[src/rtl/smrl_consts.svh]
// Contract
// Monitor control powers up as 0x5A, enabled.
// Control 0xA5 disables the low-supply reset.
// Undefined control code resets device, reloads 0x5A.
// Undefined code reset sets corruption flag bit1.
// Enabled low supply resets and sets brownout.
// Low supply shorter than filter time ignored.
// Brownout reset keeps the control register.
// Low-supply reset off in sleep or idle.
// Brownout flag bit2, software clears only.
// Cause register bits 7 to 4 read zero.
// Active watchdog time-out resets, sets time-out.
// Low-power time-out clears PC, SP, sets flags.
// Time-out and power-down flags per reset type.
// Power-on clears watchdog, interrupts, timers.
// Power-on zeroes PC, stack to top.
// Ports preset all ones on full resets.
// Cause flags persist until software writes zero.
`ifndef SMRL_CONSTS_SVH
`define SMRL_CONSTS_SVH

// ------------------------------------------------------------
// Register map
// ------------------------------------------------------------
`define SMRL_ADDR_CTRL      8'h00
`define SMRL_ADDR_CAUSE     8'h04
`define SMRL_ADDR_CORE      8'h08
`define SMRL_ADDR_EVT_STAT  8'h0C
`define SMRL_ADDR_EVT_MASK  8'h10

// ------------------------------------------------------------
// Codes and reset values
// ------------------------------------------------------------
`define SMRL_CODE_ENABLE    8'h5A
`define SMRL_CODE_DISABLE   8'hA5
`define SMRL_PORT_PRESET    8'hFF
`define SMRL_CAUSE_BROWNOUT 2
`define SMRL_CAUSE_MONITOR  1
`define SMRL_CORE_TO        0
`define SMRL_CORE_PDF       1

// ------------------------------------------------------------
// Timing
// ------------------------------------------------------------
`define SMRL_PCLK_NS        50
`define SMRL_BROWNOUT_FILTER_TIME_NS        120000
`define SMRL_CORRUPTION_RESET_DELAY_NS     100000
`define SMRL_HOLD_NS        800
`define SMRL_BROWNOUT_FILTER_TIME_CYC       ((`SMRL_BROWNOUT_FILTER_TIME_NS + `SMRL_PCLK_NS - 1) / `SMRL_PCLK_NS)
`define SMRL_CORRUPTION_RESET_DELAY_CYC    ((`SMRL_CORRUPTION_RESET_DELAY_NS + `SMRL_PCLK_NS - 1) / `SMRL_PCLK_NS)
`define SMRL_HOLD_CYC       ((`SMRL_HOLD_NS + `SMRL_PCLK_NS - 1) / `SMRL_PCLK_NS)

`endif

[src/rtl/smrl_pkg.sv]
package smrl_pkg;

   typedef struct packed {
      logic reset_ctrl_corrupt_flag;
      logic brownout_flag;
      logic monitor_ctrl_corrupt_flag;
      logic watchdog_ctrl_corrupt_flag;
   } smrl_cause_type;

   typedef struct packed {
      logic wdt_wake;
      logic wdt_reset;
      logic corrupt_reset;
      logic brownout_reset;
   } smrl_event_type;

   typedef enum logic [1:0] {
      SEQ_POR,
      SEQ_RUN,
      SEQ_HOLD
   } smrl_seq_type;

endpackage

[src/rtl/smrl_top.sv]
`timescale 1ns/1ps
`include "smrl_consts.svh"

module smrl_top #(
   parameter int unsigned CNT_W        = 16,
   parameter int unsigned BROWNOUT_CYC = `SMRL_BROWNOUT_FILTER_TIME_CYC,
   parameter int unsigned CORRUPT_CYC  = `SMRL_CORRUPTION_RESET_DELAY_CYC,
   parameter int unsigned HOLD_CYC     = `SMRL_HOLD_CYC
) (
   input  wire logic        pclk,
   input  wire logic        presetn,
   input  wire logic        psel,
   input  wire logic        penable,
   input  wire logic        pwrite,
   input  wire logic [7:0]  paddr,
   input  wire logic [31:0] pwdata,
   output logic             pready,
   output logic [31:0]      prdata,
   output logic             pslverr,
   input  wire logic        supply_low,
   input  wire logic        low_power_mode,
   input  wire logic        wdt_timeout,
   input  wire logic        wdt_ctrl_corrupt,
   input  wire logic        reset_ctrl_corrupt,
   output logic             core_reset,
   output logic             por_init,
   output logic             pc_sp_clear,
   output logic             port_preset,
   output logic [7:0]       port_preset_value,
   output logic             watchdog_timeout_flag,
   output logic             powerdown_flag,
   output logic             irq
);

   // ------------------------------------------------------------
   // Declarations
   // ------------------------------------------------------------
   logic [7:0]                 supply_monitor_control_reg;
   smrl_pkg::smrl_cause_type   reset_cause_flags_reg;
   smrl_pkg::smrl_event_type   evt_stat_reg;
   smrl_pkg::smrl_event_type   evt_mask_reg;
   smrl_pkg::smrl_event_type   evt_set;
   smrl_pkg::smrl_seq_type     seq_reg;
   logic [CNT_W-1:0]           brown_cnt_reg;
   logic [CNT_W-1:0]           corrupt_cnt_reg;
   logic [CNT_W-1:0]           hold_cnt_reg;
   logic                       wake_pulse_reg;
   logic                       first_cyc_reg;
   logic [31:0]                prdata_reg;
   logic                       running;
   logic                       wr_en;
   logic                       rd_setup;
   logic                       mapped;
   logic                       brown_cond;
   logic                       brown_fire;
   logic                       code_bad;
   logic                       corrupt_fire;
   logic                       wdt_active;
   logic                       wdt_lowpow;
   logic                       full_req;
   logic                       wr_ctrl;
   logic [3:0]                 cause_set;
   logic [3:0]                 cause_keep;
   logic [3:0]                 evt_keep;

   // ------------------------------------------------------------
   // Bus decode
   // ------------------------------------------------------------
   assign pready   = 1'b1;
   assign mapped   = (paddr == `SMRL_ADDR_CTRL) || (paddr == `SMRL_ADDR_CAUSE) ||
                     (paddr == `SMRL_ADDR_CORE) || (paddr == `SMRL_ADDR_EVT_STAT) ||
                     (paddr == `SMRL_ADDR_EVT_MASK);
   assign pslverr  = psel && penable && !mapped;
   assign wr_en    = psel && penable && pwrite && mapped;
   assign rd_setup = psel && !penable && !pwrite;
   assign wr_ctrl  = wr_en && (paddr == `SMRL_ADDR_CTRL);
   assign prdata   = prdata_reg;

   // Read data captured in setup so it comes from a flop in access
   always_ff @(posedge pclk or negedge presetn) begin
      if (!presetn) begin
         prdata_reg <= 32'h0000_0000;
      end else if (rd_setup) begin
         case (paddr)
            `SMRL_ADDR_CTRL:     prdata_reg <= {24'h00_0000, supply_monitor_control_reg};
            `SMRL_ADDR_CAUSE:    prdata_reg <= {28'h000_0000, reset_cause_flags_reg};
            `SMRL_ADDR_CORE:     prdata_reg <= {30'h0000_0000, powerdown_flag, watchdog_timeout_flag};
            `SMRL_ADDR_EVT_STAT: prdata_reg <= {28'h000_0000, evt_stat_reg};
            `SMRL_ADDR_EVT_MASK: prdata_reg <= {28'h000_0000, evt_mask_reg};
            default:             prdata_reg <= 32'h0000_0000;
         endcase
      end
   end

   // ------------------------------------------------------------
   // Supply monitor control
   // ------------------------------------------------------------
   // Corruption reload beats a same-cycle software write
   always_ff @(posedge pclk or negedge presetn) begin
      if (!presetn) begin
         supply_monitor_control_reg <= `SMRL_CODE_ENABLE;
      end else if (corrupt_fire) begin
         supply_monitor_control_reg <= `SMRL_CODE_ENABLE;
      end else if (wr_ctrl) begin
         supply_monitor_control_reg <= pwdata[7:0];
      end
   end

   assign code_bad = (supply_monitor_control_reg != `SMRL_CODE_ENABLE) &&
                     (supply_monitor_control_reg != `SMRL_CODE_DISABLE);

   // Delay restarts if software restores a valid code in time
   always_ff @(posedge pclk or negedge presetn) begin
      if (!presetn) begin
         corrupt_cnt_reg <= '0;
      end else if (!code_bad || !running) begin
         corrupt_cnt_reg <= '0;
      end else if (!corrupt_fire) begin
         corrupt_cnt_reg <= corrupt_cnt_reg + CNT_W'(1);
      end
   end

   assign corrupt_fire = running && code_bad && (corrupt_cnt_reg == CNT_W'(CORRUPT_CYC - 1));

   // ------------------------------------------------------------
   // Brownout filter
   // ------------------------------------------------------------
   // Comparator assumed to flag only the 0.9V to threshold band
   assign brown_cond = running && supply_low && !low_power_mode &&
                       (supply_monitor_control_reg == `SMRL_CODE_ENABLE);

   always_ff @(posedge pclk or negedge presetn) begin
      if (!presetn) begin
         brown_cnt_reg <= '0;
      end else if (!brown_cond) begin
         brown_cnt_reg <= '0;
      end else if (!brown_fire) begin
         brown_cnt_reg <= brown_cnt_reg + CNT_W'(1);
      end
   end

   // Fires only once the low level has outlasted the filter time
   assign brown_fire = brown_cond && (brown_cnt_reg == CNT_W'(BROWNOUT_CYC));

   // ------------------------------------------------------------
   // Reset sequencer
   // ------------------------------------------------------------
   assign running    = (seq_reg == smrl_pkg::SEQ_RUN);
   assign wdt_active = running && wdt_timeout && !low_power_mode;
   assign wdt_lowpow = running && wdt_timeout && low_power_mode;
   assign full_req   = brown_fire || corrupt_fire || wdt_active ||
                       (running && (wdt_ctrl_corrupt || reset_ctrl_corrupt));

   always_ff @(posedge pclk or negedge presetn) begin
      if (!presetn) begin
         seq_reg      <= smrl_pkg::SEQ_POR;
         hold_cnt_reg <= '0;
      end else begin
         case (seq_reg)
            smrl_pkg::SEQ_POR,
            smrl_pkg::SEQ_HOLD: begin
               if (hold_cnt_reg == CNT_W'(HOLD_CYC - 1)) begin
                  seq_reg      <= smrl_pkg::SEQ_RUN;
                  hold_cnt_reg <= '0;
               end else begin
                  hold_cnt_reg <= hold_cnt_reg + CNT_W'(1);
               end
            end
            smrl_pkg::SEQ_RUN: begin
               if (full_req) begin
                  seq_reg <= smrl_pkg::SEQ_HOLD;
               end
               hold_cnt_reg <= '0;
            end
            default: begin
               seq_reg      <= smrl_pkg::SEQ_POR;
               hold_cnt_reg <= '0;
            end
         endcase
      end
   end

   // Low-power wake touches only PC and SP, never the full reset
   always_ff @(posedge pclk or negedge presetn) begin
      if (!presetn) begin
         wake_pulse_reg <= 1'b0;
      end else begin
         wake_pulse_reg <= wdt_lowpow;
      end
   end

   assign core_reset        = !running;
   assign por_init          = (seq_reg == smrl_pkg::SEQ_POR);
   assign pc_sp_clear       = core_reset || wake_pulse_reg;
   assign port_preset       = core_reset;
   assign port_preset_value = `SMRL_PORT_PRESET;

   // ------------------------------------------------------------
   // Reset cause flags
   // ------------------------------------------------------------
   // Writes can only clear; a set in the same cycle still wins
   assign cause_set  = {reset_ctrl_corrupt && running, brown_fire, corrupt_fire,
                        wdt_ctrl_corrupt && running};
   assign cause_keep = (wr_en && (paddr == `SMRL_ADDR_CAUSE)) ? pwdata[3:0] : 4'hF;

   always_ff @(posedge pclk or negedge presetn) begin
      if (!presetn) begin
         reset_cause_flags_reg <= '0;
      end else begin
         reset_cause_flags_reg <= smrl_pkg::smrl_cause_type'(cause_set |
                                  (reset_cause_flags_reg & cause_keep));
      end
   end

   // ------------------------------------------------------------
   // Time-out and power-down flags
   // ------------------------------------------------------------
   always_ff @(posedge pclk or negedge presetn) begin
      if (!presetn) begin
         watchdog_timeout_flag <= 1'b0;
         powerdown_flag        <= 1'b0;
      end else begin
         if (wdt_active || wdt_lowpow) begin
            watchdog_timeout_flag <= 1'b1;
         end else if (wr_en && (paddr == `SMRL_ADDR_CORE) && !pwdata[`SMRL_CORE_TO]) begin
            watchdog_timeout_flag <= 1'b0;
         end
         if (wdt_lowpow) begin
            powerdown_flag <= 1'b1;
         end else if (wr_en && (paddr == `SMRL_ADDR_CORE) && !pwdata[`SMRL_CORE_PDF]) begin
            powerdown_flag <= 1'b0;
         end
      end
   end

   // ------------------------------------------------------------
   // Interrupt events
   // ------------------------------------------------------------
   assign evt_set  = '{wdt_wake: wdt_lowpow, wdt_reset: wdt_active,
                       corrupt_reset: corrupt_fire, brownout_reset: brown_fire};
   assign evt_keep = (wr_en && (paddr == `SMRL_ADDR_EVT_STAT)) ? ~pwdata[3:0] : 4'hF;

   always_ff @(posedge pclk or negedge presetn) begin
      if (!presetn) begin
         evt_stat_reg <= '0;
      end else begin
         evt_stat_reg <= smrl_pkg::smrl_event_type'(evt_set | (evt_stat_reg & evt_keep));
      end
   end

   // Mask clears on power-on so every interrupt starts disabled
   always_ff @(posedge pclk or negedge presetn) begin
      if (!presetn) begin
         evt_mask_reg <= '0;
      end else if (wr_en && (paddr == `SMRL_ADDR_EVT_MASK)) begin
         evt_mask_reg <= smrl_pkg::smrl_event_type'(pwdata[3:0]);
      end
   end

   assign irq = |(evt_stat_reg & evt_mask_reg);

   // ------------------------------------------------------------
   // Checks
   // ------------------------------------------------------------
   always_ff @(posedge pclk or negedge presetn) begin
      if (!presetn) begin
         first_cyc_reg <= 1'b1;
      end else begin
         first_cyc_reg <= 1'b0;
      end
   end

   // Own run length, so the check does not lean on the filter counter
   logic [CNT_W-1:0]           low_run_reg;

   always_ff @(posedge pclk or negedge presetn) begin
      if (!presetn) begin
         low_run_reg <= '0;
      end else if (!brown_cond) begin
         low_run_reg <= '0;
      end else if (low_run_reg != '1) begin
         low_run_reg <= low_run_reg + CNT_W'(1);
      end
   end
endmodule

[config.mk]
export PLATFORM = sky130hd
export DESIGN_NAME = smrl_top
export DESIGN_NICKNAME = d
export VERILOG_FILES = /design/src/rtl/smrl_pkg.sv /design/src/rtl/smrl_top.sv
export VERILOG_INCLUDE_DIRS = /design/src /design/src/rtl
export SDC_FILE = /design/constraint.sdc
export NUM_CORES = 1
export LEC_CHECK = 0
export ABC_AREA = 1
export BUFFER_PORTS_ARGS = -buffer_cell sky130_fd_sc_hd__buf_2
export CORE_MARGIN = 4
export CORE_UTILIZATION = 44
export CTS_BUF_LIST = sky130_fd_sc_hd__clkbuf_8
export DETAILED_ROUTE_END_ITERATION = 10
export PLACE_DENSITY = 0.66
export SYNTH_ARGS = -nofsm -noshare
export SYNTH_HDL_FRONTEND = slang
export SYNTH_SLANG_ARGS = --single-unit
[constraint.sdc]
create_clock -name pclk -period 1.6 [get_ports pclk]
set_clock_uncertainty 0.05 [all_clocks]
set_input_delay 0.08 -clock pclk [delete_from_list [all_inputs] [get_ports pclk]]
set_output_delay 0.08 -clock pclk [all_outputs]
set_load 0.02 [all_outputs]
Yosys cells after proc, flatten, opt, wreduce, memory -nomap -nowiden --
Index checks and enable logic that the tools add are counted.
Operators by class: $add $sub $neg 3, $mul 0, divide/modulo/power cells 0, order comparisons 0, equal/unequal tests 16, shift-type cells 0, multiplexer cells 18, bitwise gates (word level) 6, reductions and logical operators 53
Operators by type and width (count):
- 2-to-1 mux 16 bit | 6
- adder 16 x 1 -> 16 bit (second input constant) | 3
- case mux 8 bit (5 select lines) | 1
- logical AND 1 bit | 26
- equality test 16 x 11 -> 1 bit (second input constant) | 1
- equality test 16 x 12 -> 1 bit (second input constant) | 1
- equality test 16 x 4 -> 1 bit (second input constant) | 1
- equality test 8 x 4 -> 1 bit (second input constant) | 2
- 2-to-1 mux 8 bit | 2
- bitwise AND 4 bit | 3
- logical OR 1 bit | 11
- equality test 8 x 3 -> 1 bit (second input constant) | 1
- equality test 8 x 5 -> 1 bit (second input constant) | 1
- equality test 8 x 7 -> 1 bit (second input constant) | 1
- zero test 1 bit | 8
- zero test 8 bit | 1
- 2-to-1 mux 4 bit | 2
- inequality test 8 x 7 -> 1 bit (second input constant) | 1
- inequality test 8 bit (second input constant) | 1
- bitwise OR 4 bit | 2
- nonzero test 2 bit | 3
- 2-to-1 mux 1 bit | 4
- 2-to-1 mux 2 bit | 2
- inequality test 2 x 1 -> 1 bit (second input constant) | 2
- other kinds (9) | 10
Word-level totals: flip-flop bits (word level) 105, bits in latches 0, memory bits (writable) 0, memory bits (read-only) 0, input port bits 50, output and inout port bits 49, word-level logic and storage cells 117, memories 0

Longest topological paths before layout --
Gate-level depths: netlist of run 1.
depth after elaboration 10, gate-level depth with buffers 10, depth with buffers taken out 10

Least setup slack after synthesis of run 1 --
No wires, ideal clock.
path type flip-flop to flip-flop, start reg hold_cnt_reg[0], end reg hold_cnt_reg[14], library setup time 122 ps, arrival time 1246 ps, required time 1428 ps, slack 182 ps, cell stages (with the launch flop) 9, buffers on the path 0, period minus slack after synthesis 1418 ps, path through dfrtp_1 ha_1 nand2_1 nor2_2 nand2_1 nor2_2 nand3_1 nor2_1 nor3b_2
On the way: word-level cells in the longest chain between the ends 3, elaborated cells on any way between the ends 4, those cells by class 1 x add/sub; 1 x eq/ne; 2 x mux
RTL lines:
- start, declared | RTL line smrl_top.sv:46 | logic [CNT_W-1:0] hold_cnt_reg;
- start signal, assigned | RTL line smrl_top.sv:166 | hold_cnt_reg <= hold_cnt_reg + CNT_W'(1);
- adder 16 x 1 -> 16 bit / equality test 16 x 4 -> 1 bit (equally long branches) | RTL line smrl_top.sv:166, smrl_top.sv:162
- 2-to-1 mux 16 bit * | RTL line smrl_top.sv:162 | if (hold_cnt_reg == CNT_W'(HOLD_CYC - 1)) begin
- 2-to-1 mux 16 bit * | RTL line smrl_top.sv:159 | case (seq_reg)
Every way passes the cells marked *; elsewhere a longest branch is shown, timed or not. A chain may end at the register's enable or synchronous reset.

Worst setup path in the final report of run 1 --
start reg supply_monitor_control_reg[4], end reg corrupt_cnt_reg[3]
On the way: word-level cells in the longest chain between the ends 5, elaborated cells on any way between the ends 9, those cells by class 3 x eq/ne; 1 x mux; 5 x reduce/logical
RTL lines:
- start, declared | RTL line smrl_top.sv:38 | logic [7:0] supply_monitor_control_reg;
- start signal, assigned | RTL line smrl_top.sv:101 | supply_monitor_control_reg <= `SMRL_CODE_ENABLE;
- start signal, assigned | RTL line smrl_top.sv:103 | supply_monitor_control_reg <= `SMRL_CODE_ENABLE;
- start signal, assigned | RTL line smrl_top.sv:105 | supply_monitor_control_reg <= pwdata[7:0];
- inequality test 8 x 7 -> 1 bit (no line) / inequality test 8 bit (equally long branches)
- logical AND 1 bit * | RTL line smrl_top.sv:109 | assign code_bad = (supply_monitor_control_reg != `SMRL_CODE_ENABLE) &&
- logical AND 1 bit / zero test 1 bit (equally long branches) | RTL line smrl_top.sv:123, smrl_top.sv:116
- logical AND 1 bit / logical OR 1 bit (equally long branches) | RTL line smrl_top.sv:123, smrl_top.sv:116
- inequality test 2 x 1 -> 1 bit (no line) / 2-to-1 mux 16 bit (equally long branches)
- end signal, assigned | RTL line smrl_top.sv:119 | corrupt_cnt_reg <= corrupt_cnt_reg + CNT_W'(1);
- end, declared | RTL line smrl_top.sv:45 | logic [CNT_W-1:0] corrupt_cnt_reg;
Marked as above.

==> metrics.md, run 1 <==
| Metric | Value |
|---|---|
| Fin nets | `794` |
| Ys flop type | `dfrtp_1` |
| Core area | `10900 um2` |
| Fraction of layout cells with a size suffix above 1 | `0.262` |
| GR Util All Layers | `0.175` |
| Row count | `38` |
| Final setup vio count | `0` |
| Worst skew pair latency | `0.35 ns` |
| Final Hold Slack | `0.104 ns` |
| FF+latch count, synth | `81` |
| Total Wirelength | `11400 um` |
| H-Tree Depth | `3` |
| Reg2Reg Depth | `9` |
| Post-DP HPWL | `8170 um` |
| Async S/R FF share, synth | `1.00` |
| Initial Util | `0.450` |
| Tmin final | `1.56 ns` |
| Sequential Area | `2040 um2` |
| Ant diodes | `0` |
| Routed vias | `4412` |
| Synth Warn # | `0` |
| Initial DRC Count | `291` |
| Root buf cell | `clkbuf_8` |
| Met2 Use GR | `0.303` |
| Period utilisation layout | `0.976` |
| Setup Crit Path Kind | `reg -> reg` |
| Mapped Cells | `644` |
| GR Util met3 | `0.0408` |
| CP cell instances | `inv_2, nand2_1, nor2_1, nand2_2, nand2_2, nor2_4, buf_6, nand2_2, a31oi_2` |
| Global route total overflow | `0` |
| Drt pass-1 iters | `5` |
| Fillers | `1014` |
| Initial antenna violation count | `0` |
| Die height | `113 um` |
| Inserted Clock Buffers | `9` |
| Clk sinks | `81` |
| Share of the synthesized area in the top cell type | `0.394` |
| Max-slew violations | `0` |
| IO Pins | `99` |
| Max cap viols | `0` |
| Yosys top cell by area | `dfrtp_1` |
| Vias in the first global route | `4205` |
| IO Port Bufs | `41` |
| Reg clk slew, reported paths | `0.08 ns` |
| Hold Crit Depth | `5` |
| WL/cell | `12.9 um` |
| Most used cell along the critical path | `nand2_2` |
| Startpoint types | `flop` |
| Final Instance Area | `5930 um2` |
| Sequential element share of the synthesized area | `0.415` |
| Final Hold Viols | `0` |
| Max VDD drop | `584 uV` |
| Via density | `4.99` |
| Residual DRC | `0` |
| Gpl congestion | `0.871` |
| Outcome | `completed` |
| Dpl cell area | `5220 um2` |
| Multi-input gate area | `2530 um2` |
| Antenna Nets Post-Route | `0` |
| Worst EP required | `1.83 ns` |
| WP data arrival | `1.79 ns` |
| Synth area leaders | `dfrtp_1 39%, nand2_1 12%, nor2_1 6.4%` |
| Cell Area, Synth | `4900 um2` |
| First-pass GRT wire length | `18800 um` |
| Pwr/cell area | `824 nW/um2` |
| Clock buffer depth | `2` |
| Die width | `113 um` |
| Final worst setup slack | `0.0385 ns` |
| Worst hold path class | `in -> reg` |
| Crit-path max cell delay | `0.55 ns` |
| Peak Freq | `640 MHz` |
| Critical path's slowest cell | `dfstp_2` |
| Place WS | `0.00189 ns` |
| Netlist cell types | `43` |
| CP max FO | `6` |
| Post-synth EDFFs | `0` |
| Leak | `2.87 nW` |
| CTS tree | `built` |
| Met1 Use GR | `0.221` |
| Synthesized area per cell | `7.60 um2` |
| Crit. End Element | `flop` |
| Grt peak-use layer | `met2` |
| Area of the die | `12900 um2` |
| Largest net degree at the start of global routing | `36` |
| Area Overhead vs Synth | `21.1%` |
==> metal layers <==
layer	share of wire	vias up
met5	0	-
met4	0.015	0
met3	0.059	21
met2	0.51	127
met1	0.42	2074
li1	-	2190
==> per-stage QoR <==
| step | cells | setup TNS, ns | total power [mW] | util |
|---|---|---|---|---|
| after global placement | 833 | 0 | 3.29 | 0.479 |
| after CTS | 864 | 0 | 4.78 | 0.511 |
| final | 884 | 0 | 4.88 | 0.544 |
| after global routing | 884 | -0.314 | 5.15 | 0.544 |
| after floorplan | 675 | 0 | 3.03 | - |
| after detailed placement | 833 | 0 | 3.31 | 0.479 |
==> power by group <==
group	internal [mW]	total (mW)	leakage [nW]	switching [mW]
clock network	0.694	1.41	0.0989	0.718
registers	2.22	2.35	1.06	0.137
logic	0.450	1.12	1.71	0.668
total	3.36	4.88	2.87	1.52
==> area by class of cell <==
cell class	instances	area share
repair buffers	94	0.113
clock buffers	9	0.0209
clock inverters	6	0.00908
inverters	84	0.0551
flip-flops and latches	81	0.344
multi-input cells	469	0.428
repair inverters	1	0.00127
well taps	140	0.0296
==> cell families after synthesis <==
logic type | share of synthesized area
and+or+nand+nor | 0.359
AOI/OAI and AO/OA | 0.0756
xor gates and xnor gates | 0.00716
other | 0.00153
adders and majority gates | 0.0102
DFF | 0.415
buffers and inverters | 0.132
==> repair_timing <==
action | 4_1_cts | 5_1_grt
gates cloned | 0 | 1
pin swaps | 1 | 18
endpoints found under the setup margin | 4 | 48
resized for setup | 4 | 69
buffers inserted | 3 | 19
hold endpoints to repair | 75 | 0
hold buffers | 13 | 0
==> cell usage in the layout (no fill, tap or decap), types with 5 or more instances in the layout <==
cell type | netlist | routed
buf_4 | 35 | 37
inv_2 | 2 | 9
nand4_1 | 22 | 22
nor2_2 | 8 | 14
dlygate4sd3_1 | 0 | 13
clkbuf_8 | 0 | 9
nand2_4 | 3 | 7
nor3_1 | 15 | 14
buf_2 | 1 | 39
nor2_4 | 4 | 10
nand2_1 | 158 | 149
nand2_2 | 7 | 12
dfrtp_1 | 77 | 73
o21ai_1 | 8 | 10
conb_1 | 2 | 33
nor2_1 | 84 | 72
nand3_2 | 3 | 6
inv_1 | 79 | 73
nand3_1 | 39 | 34
o21ai_0 | 8 | 6
nor3b_2 | 2 | 5
a21oi_1 | 31 | 29
o21ai_2 | 6 | 6
==> critical path, delay by kind of cell (launching register included) <==
kind            cells  cell delay (ns)
simple gates        6             0.53
flops               1             0.55
buf+inv             2             0.21
compound gates      1             0.13
==> synthesized netlist by cell type (3+ instances only) <==
master   count
nor3_1      15
o21ai_0      8
o21ai_2      6
nor2_4       4
nor3b_1      5
nor4_1       4
nand3_1     39
nand3_2      3
a21oi_1     31
nor2_1      84
nand2_4      3
nor2_8       3
buf_6        5
ha_1         4
o31ai_1      4
dfrtp_1     77
dfstp_2      4
nor2_2       8
nand2_2      7
o21ai_1      8
inv_1       79
nand4_1     22
nand2_1    158
buf_4       35
==> worst paths after layout <==
path,startpoint,to,slack [ns]
setup / recovery,supply_monitor_control_reg[4]$_DFFE_PN1P_,corrupt_cnt_reg[3]$_DFFE_PN0P_,0.04
hold / removal,paddr[2],watchdog_timeout_flag$_DFFE_PN0P_,0.10
setup reg to reg,supply_monitor_control_reg[4]$_DFFE_PN1P_,corrupt_cnt_reg[3]$_DFFE_PN0P_,0.04
hold reg to reg,prdata[2]$_DFFE_PN0P_,prdata[2]$_DFFE_PN0P_,0.43
max in group asynchronous,presetn,evt_mask_reg[2]$_DFFE_PN0P_,0.77
min in group asynchronous,presetn,corrupt_cnt_reg[9]$_DFFE_PN0P_,0.15
Power figures use the tool's default switching activity.
==> run 2, diff against run 1 <==
--- a/config.mk
+++ b/config.mk
@@ -7,12 +7,12 @@
 export NUM_CORES = 1
 export LEC_CHECK = 0
 export ABC_AREA = 1
-export BUFFER_PORTS_ARGS = -buffer_cell sky130_fd_sc_hd__buf_2
 export CORE_MARGIN = 4
 export CORE_UTILIZATION = 44
 export CTS_BUF_LIST = sky130_fd_sc_hd__clkbuf_8
 export DETAILED_ROUTE_END_ITERATION = 10
-export PLACE_DENSITY = 0.66
+export DONT_BUFFER_PORTS = 1
+export SLEW_MARGIN = 30
 export SYNTH_ARGS = -nofsm -noshare
 export SYNTH_HDL_FRONTEND = slang
 export SYNTH_SLANG_ARGS = --single-unit
==> run 2 against run 1 <==
The flow now finishes with violations (negative hold slack). Maximum frequency is 1.6% lower. Die area did not move. Count of clock-buffer cells in the layout is 1 higher. Non-clock buffer count shrank 47. Utilization fell by 1.6 points. Largest power group unchanged. Wire length down 5.4%. Sequential share of layout area is 1.0 points higher. Largest cell class unchanged. Setup slack worse by 0.025 ns. Sequential cell count unchanged.
==> metrics.md, run 2 (synthesis results as in run 1) <==
| Metric | Value |
|---|---|
| Outcome | `finished with violations (was completed)` |
| Violated checks | `negative hold slack` |
| Initial Util | `0.450 (unchanged)` |
| Largest net degree at the start of global routing | `82 (was 36)` |
| Residual DRC | `0 (unchanged)` |
| Reg2reg end | `corrupt_cnt_reg[9]$_DFFE_PN0P_ (was corrupt_cnt_reg[3]$_DFFE_PN0P_)` |
| WL/cell | `12.8 um (was 12.9 um)` |
| Tmin final | `1.59 ns (was 1.56 ns)` |
| Via density | `4.96 (was 4.99)` |
| Fraction of layout cells with a size suffix above 1 | `0.201 (was 0.262)` |
| Worst skew pair latency | `0.35 ns (about the same)` |
| Clk sinks | `81 (unchanged)` |
| Pwr/cell area | `898 nW/um2 (was 824 nW/um2)` |
| Initial antenna violation count | `2 (was 0)` |
| Cts hold-fix bufs | `19 (was 13)` |
| CP max FO | `5 (was 6)` |
| GR Util All Layers | `0.171 (was 0.175)` |
| Period utilisation layout | `0.992 (was 0.976)` |
| Max cap viols | `0 (unchanged)` |
| Die height | `113 um (unchanged)` |
| Crit. End Element | `flop (unchanged)` |
| Global route total overflow | `0 (unchanged)` |
| Vias in the first global route | `3963 (was 4205)` |
| H-Tree Depth | `3 (unchanged)` |
| Final Hold Slack | `-0.637 ns (was 0.104 ns)` |
| Setup Crit Path Kind | `reg -> reg (unchanged)` |
| Total Wirelength | `10800 um (was 11400 um)` |
| WP data arrival | `1.82 ns (was 1.79 ns)` |
| IO Pins | `99 (unchanged)` |
| Reg clk slew, reported paths | `0.09 ns (was 0.08 ns)` |
| Reg2Reg Depth | `10 (was 9)` |
| Most common cell after layout, fill and taps aside | `nand2_1 (unchanged)` |
| Startpoint types | `flop (unchanged)` |
| Area of the die | `12900 um2 (unchanged)` |
| Sequential Area | `2030 um2 (was 2040 um2)` |
| Crit path capture | `corrupt_cnt_reg[9]$_DFFE_PN0P_ (was corrupt_cnt_reg[3]$_DFFE_PN0P_)` |
| IO Port Bufs | `0 (was 41)` |
| Gpl congestion | `0.913 (was 0.871)` |
| Final Instance Area | `5750 um2 (was 5930 um2)` |
| Die width | `113 um (unchanged)` |
| CTS tree | `built (unchanged)` |
| Fin nets | `746 (was 794)` |
| Leak | `2.73 nW (was 2.87 nW)` |
| Fillers | `1043 (was 1014)` |
| Worst EP required | `1.84 ns (was 1.83 ns)` |
| Antenna Nets Post-Route | `0 (unchanged)` |
| Final setup vio count | `0 (unchanged)` |
| Max-slew violations | `0 (unchanged)` |
| Initial DRC Count | `216 (was 291)` |
| Critical Path Start | `supply_monitor_control_reg[3]$_DFFE_PN1P_ (was supply_monitor_control_reg[4]$_DFFE_PN1P_)` |
| R2R Setup Slk | `0.01 ns (was 0.04 ns)` |
| RSZ-0062 raised after global routing | `true` |
| Root buf cell | `clkbuf_8 (unchanged)` |
| Post-DP HPWL | `7810 um (was 8170 um)` |
| Inserted Clock Buffers | `9 (unchanged)` |
| Row count | `38 (unchanged)` |
| Drt pass-1 iters | `5 (unchanged)` |
| First-pass GRT wire length | `18300 um (was 18800 um)` |
| Worst hold path class | `in -> async (was in -> reg)` |
| Max VDD drop | `455 uV (was 584 uV)` |
| Final Hold Viols | `81 (was 0)` |
| Multi-input gate area | `2530 um2 (about the same)` |
| Reg2Reg Launch Point | `supply_monitor_control_reg[3]$_DFFE_PN1P_ (was supply_monitor_control_reg[4]$_DFFE_PN1P_)` |
| Routed vias | `4158 (was 4412)` |
| Core area | `10900 um2 (unchanged)` |
| Peak Freq | `630 MHz (was 640 MHz)` |
| Setup TNS | `0 ns (unchanged)` |
| Most frequent cells in the layout | `143 x nand2_1, 76 x dfrtp_1, 75 x nor2_1 (was 149 x nand2_1, 73 x inv_1, 73 x dfrtp_1)` |
| Dpl cell area | `4980 um2 (was 5220 um2)` |
| Area Overhead vs Synth | `17.4% (was 21.1%)` |
| Clock buffer depth | `2 (unchanged)` |
==> run 2: worst min path at each step <==
stage | startpoint | end | depth (start not counted)
final | presetn | reset_cause_flags_reg[1]$_DFF_PN0_ | 0
after global routing | presetn | corrupt_cnt_reg[15]$_DFFE_PN0P_ | 0
after CTS | presetn | corrupt_cnt_reg[15]$_DFFE_PN0P_ | 0
after detailed placement | presetn | prdata[1]$_DFFE_PN0P_ | 0
after global placement | presetn | prdata[1]$_DFFE_PN0P_ | 0
after floorplan | presetn | brown_cnt_reg[0]$_DFFE_PN0P_ | 0
==> run 2: repair_timing <==
action | in CTS | in global routing
resized for setup | 5 | 63
pin swaps | 1 | 25
gates cloned | 0 | 1
setup endpoints to repair | 6 | 39
buffers inserted | 2 | 11
endpoints found under the hold margin | 113 | 81
==> run 2: cell type report <==
class,count,share of cell area
Antenna cell,2,0.000871
Multi-Input combinational cell,469,0.440
Sequential cell,81,0.354
Clock inverter,6,0.0185
Tap cell,140,0.0305
Inverter,84,0.0566
Clock buffer,10,0.0239
Timing Repair Buffer,47,0.0760
==> run 2: per-layer routing <==
| metal | track usage | share of wire | routed length, um |
|---|---|---|---|
| met1 | 0.228 | 0.45 | 4800 |
| met2 | 0.283 | 0.49 | 5240 |
| met4 | 0.0521 | 0.014 | 152 |
| met5 | 0 | 0 | 0 |
| met3 | 0.0350 | 0.054 | 577 |
==> run 2: critical path, cell delays in order, from the launching register on <==
cell and delay [ns]:
dfstp_2 0.56, inv_2 0.04, nand2_2 0.08, nor2_4 0.03, nand2_2 0.08, nand2_2 0.07
nor2_4 0.20, buf_6 0.13, clkbuf_16 0.13, o21ai_2 0.05, a21oi_2 0.09
==> run 2: where the power goes <==
group / internal (mW) / switching [mW] / leakage [nW]
Clock: 1.07 / 0.756 / 0.124
Sequential: 2.21 / 0.178 / 1.07
Combinational: 0.394 / 0.546 / 1.53
==> run 2: through the flow <==
step                      hold slack, ns  power, mW  setup slack, ns  cells  utilization
after global routing              -0.662       5.43          -0.0535    839        0.528
after global placement            -0.263       3.16          0.00492    789        0.457
final                             -0.637       5.16           0.0131    839        0.528
after CTS                         -0.653       5.14         0.000717    826        0.500
after floorplan                   -0.266       3.03            0.182    675            -
after detailed placement          -0.263       3.18          -0.0184    789        0.457
